===== config.mk =====
export PLATFORM = sky130hd
export DESIGN_NAME = pmt8_timer
export DESIGN_NICKNAME = d
export VERILOG_FILES = /design/src/pmt8_pkg.sv /design/src/pmt8_scaler.sv /design/src/pmt8_timer.sv
export SDC_FILE = /design/constraint.sdc
export NUM_CORES = 1
export LEC_CHECK = 0
export ABC_AREA = 1
export BUFFER_PORTS_ARGS = -buffer_cell sky130_fd_sc_hd__buf_4
export CAP_MARGIN = 10
export CORE_MARGIN = 1.5
export CORE_UTILIZATION = 40
export CTS_BUF_LIST = sky130_fd_sc_hd__clkbuf_8
export CTS_CLUSTER_SIZE = 24
export DETAILED_ROUTE_END_ITERATION = 12
export MAX_ROUTING_LAYER = met4
export SLEW_MARGIN = 20
export SYNTH_ARGS = -nofsm -noshare
export SYNTH_HDL_FRONTEND = slang
export SYNTH_HIERARCHICAL = 1
export SYNTH_SLANG_ARGS = --single-unit

===== constraint.sdc =====
create_clock -name mclk -period 3.35 [get_ports mclk]
set_input_delay 0 -clock mclk [delete_from_list [all_inputs] [get_ports mclk]]
set_output_delay 0 -clock mclk [all_outputs]
set_load 0.01 [all_outputs]

===== src/pmt8_pkg.sv =====
package pmt8_pkg;

  // ************************************************************
  // Register word indices; byte address is four times the index.
  // ************************************************************
  localparam logic [13:0] CTRL_IDX = 14'h0FCA;
  localparam logic [13:0] PERIOD_IDX = 14'h0FCB;
  localparam logic [13:0] COUNT_IDX = 14'h0FCC;
  localparam logic [13:0] FLAGS_IDX = 14'h0F9E;
  localparam logic [13:0] ENABLES_IDX = 14'h0F9D;

  // ************************************************************
  // Field positions.
  // ************************************************************
  localparam int PRE_LSB = 0;
  localparam int PRE_MSB = 1;
  localparam int RUN_BIT = 2;
  localparam int POST_LSB = 3;
  localparam int POST_MSB = 6;
  localparam int CTRL_MSB = 7;
  localparam int MATCH_IRQ_BIT = 1;

  // ************************************************************
  // Reset values.
  // ************************************************************
  localparam logic [7:0] CTRL_RESET = 8'h00;
  localparam logic [7:0] COUNT_RESET = 8'h00;
  localparam logic [7:0] PERIOD_RESET = 8'hFF;

  // ************************************************************
  // Prescale codes and divider terminal counts.
  // ************************************************************
  localparam logic [1:0] PRE_DIV1 = 2'h0;
  localparam logic [1:0] PRE_DIV4 = 2'h1;
  localparam logic [3:0] PRE_LIM1 = 4'h0;
  localparam logic [3:0] PRE_LIM4 = 4'h3;
  localparam logic [3:0] PRE_LIM16 = 4'hF;
  // The instruction clock is the system clock divided by four.
  localparam int INS_DIV = 4;
  localparam logic [3:0] INS_LIM = 4'(INS_DIV - 1);

  // ************************************************************
  // Bus responses.
  // ************************************************************
  localparam logic [1:0] RESP_OKAY = 2'h0;
  localparam logic [1:0] RESP_SLVERR = 2'h2;

endpackage : pmt8_pkg


===== src/pmt8_scaler.sv =====
module pmt8_scaler (
  input wire logic mclk,
  input wire logic rst,
  input wire logic clr,
  input wire logic adv,
  input wire logic [3:0] limit,
  output logic [3:0] cnt,
  output logic wrap
);

  typedef struct packed {
    logic [3:0] cnt;
  } pmt8_scl_st_t;

  pmt8_scl_st_t st_q;
  pmt8_scl_st_t st_d;

  // A wrap is one advance taken while the count sits at the terminal count.
  assign wrap = adv && !clr && (st_q.cnt == limit);
  assign cnt = st_q.cnt;

  // Clear wins over advance; the counter restarts after a wrap.
  always_comb begin
    st_d = st_q;
    if (clr) begin
      st_d.cnt = 4'h0;
    end else if (wrap) begin
      st_d.cnt = 4'h0;
    end else if (adv) begin
      st_d.cnt = st_q.cnt + 4'h1;
    end
  end

  // State register.
  always_ff @(posedge mclk) begin
    if (rst) begin
      st_q <= '0;
    end else begin
      st_q <= st_d;
    end
  end

endmodule : pmt8_scaler


===== src/pmt8_timer.sv =====
// Functional notes
// - While running, the count steps by one per prescaled tick of the instruction clock (mclk/4), from zero.
// - A 4-bit prescaler divides by 1, 4 or 16 for select codes 00, 01 and 10.
// - The count is compared with the period on every prescaled tick and equality makes the match signal.
// - A match loads zero into the count on the next step and advances the postscaler.
// - Reset clears the count and sets the period to all ones.
// - Count writes, control writes and reset clear the prescaler and postscaler.
// - A control write leaves the count as it was.
// - Control bits 6..3 choose a postscale ratio of the field value plus one.
// - The postscaler sets a sticky match flag at flag bit 1 that software clears.
// - Enable bit 1 lets the latched match flag request an interrupt.
// - The unscaled match is exported as a PWM time base.
// - The timer output is offered as a serial port shift clock.
// - Count and period are readable and writable at any time.
// - Control bit 7 reads zero and ignores writes.
//
// Local design decision: the AXI4-Lite slave port.
module pmt8_timer (
  input wire logic mclk,
  input wire logic rst,
  input wire logic [15:0] s_axi_awaddr,
  input wire logic s_axi_awvalid,
  output logic s_axi_awready,
  input wire logic [31:0] s_axi_wdata,
  input wire logic [3:0] s_axi_wstrb,
  input wire logic s_axi_wvalid,
  output logic s_axi_wready,
  output logic [1:0] s_axi_bresp,
  output logic s_axi_bvalid,
  input wire logic s_axi_bready,
  input wire logic [15:0] s_axi_araddr,
  input wire logic s_axi_arvalid,
  output logic s_axi_arready,
  output logic [31:0] s_axi_rdata,
  output logic [1:0] s_axi_rresp,
  output logic s_axi_rvalid,
  input wire logic s_axi_rready,
  output logic irq,
  output logic pwm_time_base,
  output logic spi_shift_clk
);

  // ************************************************************
  // State.
  // ************************************************************
  typedef struct packed {
    logic awready;
    logic aw_have;
    logic [13:0] aw_idx;
    logic wready;
    logic w_have;
    logic [7:0] wdata;
    logic wlane0;
    logic bvalid;
    logic [1:0] bresp;
    logic arready;
    logic rvalid;
    logic [31:0] rdata;
    logic [1:0] rresp;
    logic [7:0] ctrl;
    logic [7:0] count;
    logic [7:0] period;
    logic flag;
    logic enable;
    logic match;
    logic spi;
    logic irq;
  } pmt8_state_t;

  pmt8_state_t st_q;
  pmt8_state_t st_d;

  logic ctrl_wr;
  logic cnt_wr;
  logic per_wr;
  logic flag_clr;
  logic en_wr;
  logic scl_clr;
  logic run;
  logic ins_wrap;
  logic pre_wrap;
  logic post_wrap;
  logic ptick;
  logic hit;
  logic [3:0] pre_lim;
  logic [3:0] pre_cnt;
  logic [3:0] post_cnt;

  // ************************************************************
  // Dividers.
  // ************************************************************

  // Software writes to count or control restart both scalers.
  assign scl_clr = cnt_wr || ctrl_wr;
  assign run = st_q.ctrl[pmt8_pkg::RUN_BIT];

  // Prescale terminal count; the unused code behaves as divide by sixteen.
  always_comb begin
    unique case (st_q.ctrl[pmt8_pkg::PRE_MSB:pmt8_pkg::PRE_LSB])
      pmt8_pkg::PRE_DIV1: pre_lim = pmt8_pkg::PRE_LIM1;
      pmt8_pkg::PRE_DIV4: pre_lim = pmt8_pkg::PRE_LIM4;
      default: pre_lim = pmt8_pkg::PRE_LIM16;
    endcase
  end

  // Instruction clock enable, free running.
  pmt8_scaler u_ins (
    .mclk(mclk),
    .rst(rst),
    .clr(1'h0),
    .adv(1'h1),
    .limit(pmt8_pkg::INS_LIM),
    .cnt(),
    .wrap(ins_wrap)
  );

  // Prescaler only advances while the timer runs.
  pmt8_scaler u_pre (
    .mclk(mclk),
    .rst(rst),
    .clr(scl_clr),
    .adv(ins_wrap && run),
    .limit(pre_lim),
    .cnt(pre_cnt),
    .wrap(pre_wrap)
  );

  // A prescaled tick, and a tick that finds count equal to period.
  assign ptick = pre_wrap && !scl_clr;
  assign hit = ptick && (st_q.count == st_q.period);

  // Postscaler counts matches up to the selected ratio.
  pmt8_scaler u_post (
    .mclk(mclk),
    .rst(rst),
    .clr(scl_clr),
    .adv(hit),
    .limit(st_q.ctrl[pmt8_pkg::POST_MSB:pmt8_pkg::POST_LSB]),
    .cnt(post_cnt),
    .wrap(post_wrap)
  );

  // ************************************************************
  // Next state.
  // ************************************************************

  // Bus slave, register writes, counting and interrupt state.
  always_comb begin
    logic [31:0] rd;
    logic rd_ok;
    logic [13:0] ridx;
    rd = 32'h0000_0000;
    rd_ok = 1'h1;
    ridx = s_axi_araddr[15:2];
    st_d = st_q;
    ctrl_wr = 1'h0;
    cnt_wr = 1'h0;
    per_wr = 1'h0;
    flag_clr = 1'h0;
    en_wr = 1'h0;

    // Write address and data are taken independently.
    if (s_axi_awvalid && st_q.awready) begin
      st_d.aw_have = 1'h1;
      st_d.aw_idx = s_axi_awaddr[15:2];
    end
    if (s_axi_wvalid && st_q.wready) begin
      st_d.w_have = 1'h1;
      st_d.wdata = s_axi_wdata[7:0];
      st_d.wlane0 = s_axi_wstrb[0];
    end

    // Once both halves are held, the write is performed and answered.
    if (st_q.aw_have && st_q.w_have && !st_q.bvalid) begin
      st_d.aw_have = 1'h0;
      st_d.w_have = 1'h0;
      st_d.bvalid = 1'h1;
      st_d.bresp = pmt8_pkg::RESP_OKAY;
      unique case (st_q.aw_idx)
        pmt8_pkg::CTRL_IDX: ctrl_wr = st_q.wlane0;
        pmt8_pkg::COUNT_IDX: cnt_wr = st_q.wlane0;
        pmt8_pkg::PERIOD_IDX: per_wr = st_q.wlane0;
        pmt8_pkg::FLAGS_IDX: flag_clr = st_q.wlane0 && st_q.wdata[pmt8_pkg::MATCH_IRQ_BIT];
        pmt8_pkg::ENABLES_IDX: en_wr = st_q.wlane0;
        default: st_d.bresp = pmt8_pkg::RESP_SLVERR;
      endcase
    end else if (st_q.bvalid && s_axi_bready) begin
      st_d.bvalid = 1'h0;
    end
    st_d.awready = !st_d.aw_have;
    st_d.wready = !st_d.w_have;

    // Read mux; unused bits read as zero.
    unique case (ridx)
      pmt8_pkg::CTRL_IDX: rd[7:0] = st_q.ctrl;
      pmt8_pkg::COUNT_IDX: rd[7:0] = st_q.count;
      pmt8_pkg::PERIOD_IDX: rd[7:0] = st_q.period;
      pmt8_pkg::FLAGS_IDX: rd[pmt8_pkg::MATCH_IRQ_BIT] = st_q.flag;
      pmt8_pkg::ENABLES_IDX: rd[pmt8_pkg::MATCH_IRQ_BIT] = st_q.enable;
      default: rd_ok = 1'h0;
    endcase

    // One read at a time; the next address is taken after the answer.
    if (s_axi_arvalid && st_q.arready) begin
      st_d.rvalid = 1'h1;
      st_d.rdata = rd;
      st_d.rresp = rd_ok ? pmt8_pkg::RESP_OKAY : pmt8_pkg::RESP_SLVERR;
    end else if (st_q.rvalid && s_axi_rready) begin
      st_d.rvalid = 1'h0;
    end
    st_d.arready = !st_d.rvalid;

    // Control write; the top bit is not stored.
    if (ctrl_wr) begin
      st_d.ctrl = {1'h0, st_q.wdata[pmt8_pkg::CTRL_MSB - 1:0]};
    end

    // Count: software write wins, else step or wrap on a tick.
    st_d.match = 1'h0;
    if (cnt_wr) begin
      st_d.count = st_q.wdata;
    end else if (hit) begin
      st_d.count = pmt8_pkg::COUNT_RESET;
      st_d.match = 1'h1;
    end else if (ptick) begin
      st_d.count = st_q.count + 8'h01;
    end

    if (per_wr) begin
      st_d.period = st_q.wdata;
    end

    // Shift clock source toggles once per match.
    if (hit) begin
      st_d.spi = !st_q.spi;
    end

    // Sticky flag; a postscaler event in the clear cycle wins.
    if (flag_clr) begin
      st_d.flag = 1'h0;
    end
    if (post_wrap) begin
      st_d.flag = 1'h1;
    end
    if (en_wr) begin
      st_d.enable = st_q.wdata[pmt8_pkg::MATCH_IRQ_BIT];
    end
    st_d.irq = st_d.flag && st_d.enable;
  end

  // ************************************************************
  // State register.
  // ************************************************************

  // Reset puts the registers at their documented values.
  always_ff @(posedge mclk) begin
    if (rst) begin
      st_q <= '0;
      st_q.awready <= 1'h1;
      st_q.wready <= 1'h1;
      st_q.arready <= 1'h1;
      st_q.ctrl <= pmt8_pkg::CTRL_RESET;
      st_q.count <= pmt8_pkg::COUNT_RESET;
      st_q.period <= pmt8_pkg::PERIOD_RESET;
    end else begin
      st_q <= st_d;
    end
  end

  // Outputs come straight from the state register.
  assign s_axi_awready = st_q.awready;
  assign s_axi_wready = st_q.wready;
  assign s_axi_bvalid = st_q.bvalid;
  assign s_axi_bresp = st_q.bresp;
  assign s_axi_arready = st_q.arready;
  assign s_axi_rvalid = st_q.rvalid;
  assign s_axi_rdata = st_q.rdata;
  assign s_axi_rresp = st_q.rresp;
  assign irq = st_q.irq;
  assign pwm_time_base = st_q.match;
  assign spi_shift_clk = st_q.spi;
endmodule : pmt8_timer


==> results.json <==
{
  "global_route.overflow_total": 0,
  "cts.sink_count": 80,
  "clock_latency_ns": 0.36,
  "ys_types": 31,
  "timing.final.max_slew_violations": 0,
  "status": "complete, no violations",
  "residual_drc_count": 0,
  "layout-drive-gt1-share": 0.1431,
  "vias": 3841,
  "grt_max_degree": 28,
  "coreArea_um2": 10320,
  "cp-start-kind": "register",
  "timing.setup.tns_ns": 0,
  "setup-violations-final": 0,
  "n_antenna_cell": 0,
  "cts_buffers": 9,
  "height_of_the_die_um": 106.3,
  "postLayoutSetupSlackWorst_ns": 0.6726,
  "routed_wl_mm": 9.299,
  "clk_pin_slew_ns": 0.08,
  "postRouteAntennaNets": 0,
  "cts_max_path_buffers": 2,
  "multiInputGateArea_um2": 2148,
  "slew_headroom": 0.5757,
  "area.growth.synth_to_final_pct": 20.57,
  "pre_cts_ws_ns": 0.7317,
  "cap_violations": 0,
  "die-area_um2": 11300,
  "worst_hold_path_type": "input port to register",
  "final_period_minus_worst_setup_slack_ns": 2.677,
  "first_global_vias": 3499,
  "drt_iter0_markers": 144,
  "nNetsFinal": 787,
  "grt_pass1_wl_mm": 15.75,
  "worst-endpoint-required_ns": 3.65,
  "clock_tree.root_cell": "sky130_fd_sc_hd__clkbuf_8",
  "min_period_over_period": 0.7992,
  "initial_utilization": 0.4135,
  "cts-htree-levels": 3,
  "syn-instance-count": 622,
  "finalHoldViolations": 0,
  "place.detailed.hpwl_mm": 6.882,
  "die_w_um": 106.3,
  "worst_setup_path_type": "register to register",
  "cts-resized-gates": 0,
  "r2r_setup_slack_ns": 0.67,
  "vias_per_cell": 4.524,
  "final_gp_congestion": 0.8540,
  "synth_seq_cells": 80,
  "gr-usage-all-layers": 0.1792,
  "netlist.top_cell.by_area": "sky130_fd_sc_hd__dfxtp_1",
  "seq_area_um2": 1602,
  "postSynthAreaPerCell_um2": 6.863,
  "placement.io_buffers": 61,
  "synth.top_cells.by_area": "sky130_fd_sc_hd__dfxtp_1 38%, sky130_fd_sc_hd__nand2_1 11%, sky130_fd_sc_hd__nor2_1 7.3%",
  "power_per_cell_area_nw_per_um2": 364.5,
  "fill_cells": 1039,
  "synth.cell_area_um2": 4269,
  "boundaryPins": 119,
  "synth_warnings": 6,
  "clock.fmax_ghz": 0.3735,
  "yosysSeqAreaShare": 0.3751,
  "worst_clock_skew_ns": 0.01088,
  "critPathMaxFanout": 7,
  "rsz_0062_raised_after_global_routing": "false",
  "p_leak_nw": 2.233,
  "drt_first_pass_iters": 4,
  "antenna_found_initial": 0,
  "cts_tree": "done",
  "worst-endpoint-arrival_ns": 2.98,
  "worst-slew-pin-transition_ns": 0.6358,
  "post_drt_wl_per_cell_um": 10.95,
  "vdd_drop_max_mv": 0.2208,
  "core.rowCount": 37,
  "synth_top_area_frac": 0.3751,
  "cp-end-kind": "register"
}
## what timing repair did
item / CTS / global route
buffers inserted: 0 / 0
hold buffers: 25 / 0
endpoints found under the hold margin: 26 / 0
## per-stage QoR
| stage | util | std cells | hold slack, ns | instance area, um^2 | total power, mW |
|---|---|---|---|---|---|
| finish | 0.4986 | 849 | 0.02467 | 5147 | 1.876 |
| global route | 0.4986 | 849 | 0.04290 | 5147 | 1.974 |
| CTS | 0.4986 | 849 | 0.008798 | 5147 | 1.905 |
| detailed placement | 0.4564 | 808 | 0.2011 | 4712 | 1.213 |
| global placement | 0.4564 | 808 | 0.1878 | 4712 | 1.208 |
| floorplan | - | 662 | 0.07676 | 4419 | 1.161 |
## cell type report
type / count / area share
inverters: 85 / 0.06198
well taps: 136 / 0.03306
multi-input cells: 444 / 0.4174
repair buffers: 88 / 0.1405
flip-flops and latches: 80 / 0.3111
clock inverters: 4 / 0.003889
clock buffers: 12 / 0.03209
## per-layer routing
metal | part of all wire | routed length [um] | GRT usage | vias up
met4 | 0.010 | 97 | 0.09073 | 0
li1 | - | - | - | 2061
met2 | 0.44 | 4051 | 0.2705 | 97
met1 | 0.51 | 4696 | 0.2315 | 1677
met3 | 0.049 | 454 | 0.02943 | 6
met5 | 0 | 0 | - | -
## layout by cell type, fill, tap and decap left out
cell type	count
sky130_fd_sc_hd__a21oi_1	49
sky130_fd_sc_hd__clkinv_2	1
sky130_fd_sc_hd__nand2_2	5
sky130_fd_sc_hd__clkbuf_8	12
sky130_fd_sc_hd__inv_2	6
sky130_fd_sc_hd__o31ai_1	2
sky130_fd_sc_hd__buf_4	63
sky130_fd_sc_hd__or2_1	1
sky130_fd_sc_hd__o21ai_0	40
sky130_fd_sc_hd__conb_1	42
sky130_fd_sc_hd__nor4_1	1
sky130_fd_sc_hd__nor2b_1	1
sky130_fd_sc_hd__nand3_2	2
sky130_fd_sc_hd__nand2_1	122
sky130_fd_sc_hd__clkinvlp_4	1
sky130_fd_sc_hd__inv_1	81
sky130_fd_sc_hd__xnor2_1	8
sky130_fd_sc_hd__nand3_1	30
sky130_fd_sc_hd__nor3_1	8
sky130_fd_sc_hd__xor2_1	13
sky130_fd_sc_hd__nand4_1	14
sky130_fd_sc_hd__nand3_4	1
sky130_fd_sc_hd__nor2_4	3
sky130_fd_sc_hd__nor2_1	83
sky130_fd_sc_hd__dlygate4sd3_1	25
sky130_fd_sc_hd__nor2_2	3
sky130_fd_sc_hd__o211ai_1	7
sky130_fd_sc_hd__a21oi_4	1
sky130_fd_sc_hd__dfxtp_1	80
sky130_fd_sc_hd__ha_1	4
sky130_fd_sc_hd__nor3_2	4
## report_power, final
group / total (mW) / switching [mW] / internal (mW) / leakage [nW]
Sequential: 1.01 / 0.0219 / 0.985 / 0.653
Clock: 0.662 / 0.339 / 0.324 / 0.101
Combinational: 0.207 / 0.115 / 0.0917 / 1.48
Total: 1.88 / 0.476 / 1.40 / 2.23
## logic make-up after synthesis
kind of cell,after synthesis,synth area share
AO/OA/AOI/OAI,99,0.1240
XOR/XNOR,21,0.04308
adder cells (fa/ha/maj),4,0.01172
buffers and inverters,138,0.1568
flip-flops,80,0.3751
other,2,0.001759
AND/OR/NAND/NOR,278,0.2875
## final timing paths
path	to	from	depth (start not counted)
worst min register to register	s_axi_rdata[7]$_SDFFE_PP0P_	s_axi_rdata[7]$_SDFFE_PP0P_	2
worst max-delay path	irq$_SDFF_PP0_	st_q[79]$_SDFFE_PP0P_	20
worst min-delay path	spi_shift_clk$_SDFFE_PP0N_	rst	2
worst max register to register	irq$_SDFF_PP0_	st_q[79]$_SDFFE_PP0P_	20
## worst max-delay path: stages (launching register included)
cell and delay (ns):
sky130_fd_sc_hd__dfxtp_1 0.42, sky130_fd_sc_hd__nor2_1 0.07, sky130_fd_sc_hd__nand2_1 0.06, sky130_fd_sc_hd__nor2_1 0.07, sky130_fd_sc_hd__o21ai_0 0.23, sky130_fd_sc_hd__nor2_1 0.07, sky130_fd_sc_hd__buf_4 0.15, sky130_fd_sc_hd__inv_1 0.05
sky130_fd_sc_hd__nand3_1 0.07, sky130_fd_sc_hd__nor2_1 0.10, sky130_fd_sc_hd__nand2_1 0.08, sky130_fd_sc_hd__inv_1 0.17, sky130_fd_sc_hd__nand3_2 0.14, sky130_fd_sc_hd__nor2_4 0.21, sky130_fd_sc_hd__nand3_1 0.10, sky130_fd_sc_hd__nor2_1 0.13
sky130_fd_sc_hd__nand2_1 0.10, sky130_fd_sc_hd__inv_1 0.07, sky130_fd_sc_hd__inv_1 0.04, sky130_fd_sc_hd__a21oi_1 0.17, sky130_fd_sc_hd__nor2b_1 0.14
## Yosys cell counts (all sizes together)
library cell and instances:
a21oi 50, buf 40, clkbuf 13, conb 2, dfxtp 80, ha 4
inv 85, nand2 127, nand3 33, nand4 14, nor2 89, nor2b 1
nor3 12, nor4 1, o211ai 7, o21ai 40, o31ai 2, or2 1
xnor2 8, xor2 13
## state kept, by name, indices dropped and copies added (netlist names)
signal / count
irq: 1
u_ins/cnt: 4
u_post/cnt: 4
st_q: 49
run: 1
s_axi_rresp: 1
spi_shift_clk: 1
s_axi_bvalid: 1
u_pre/cnt: 4
s_axi_awready: 1
pwm_time_base: 1
s_axi_rvalid: 1
s_axi_arready: 1
s_axi_wready: 1
s_axi_bresp: 1
s_axi_rdata: 8
Note: power is estimated with default switching activity, not from simulation.
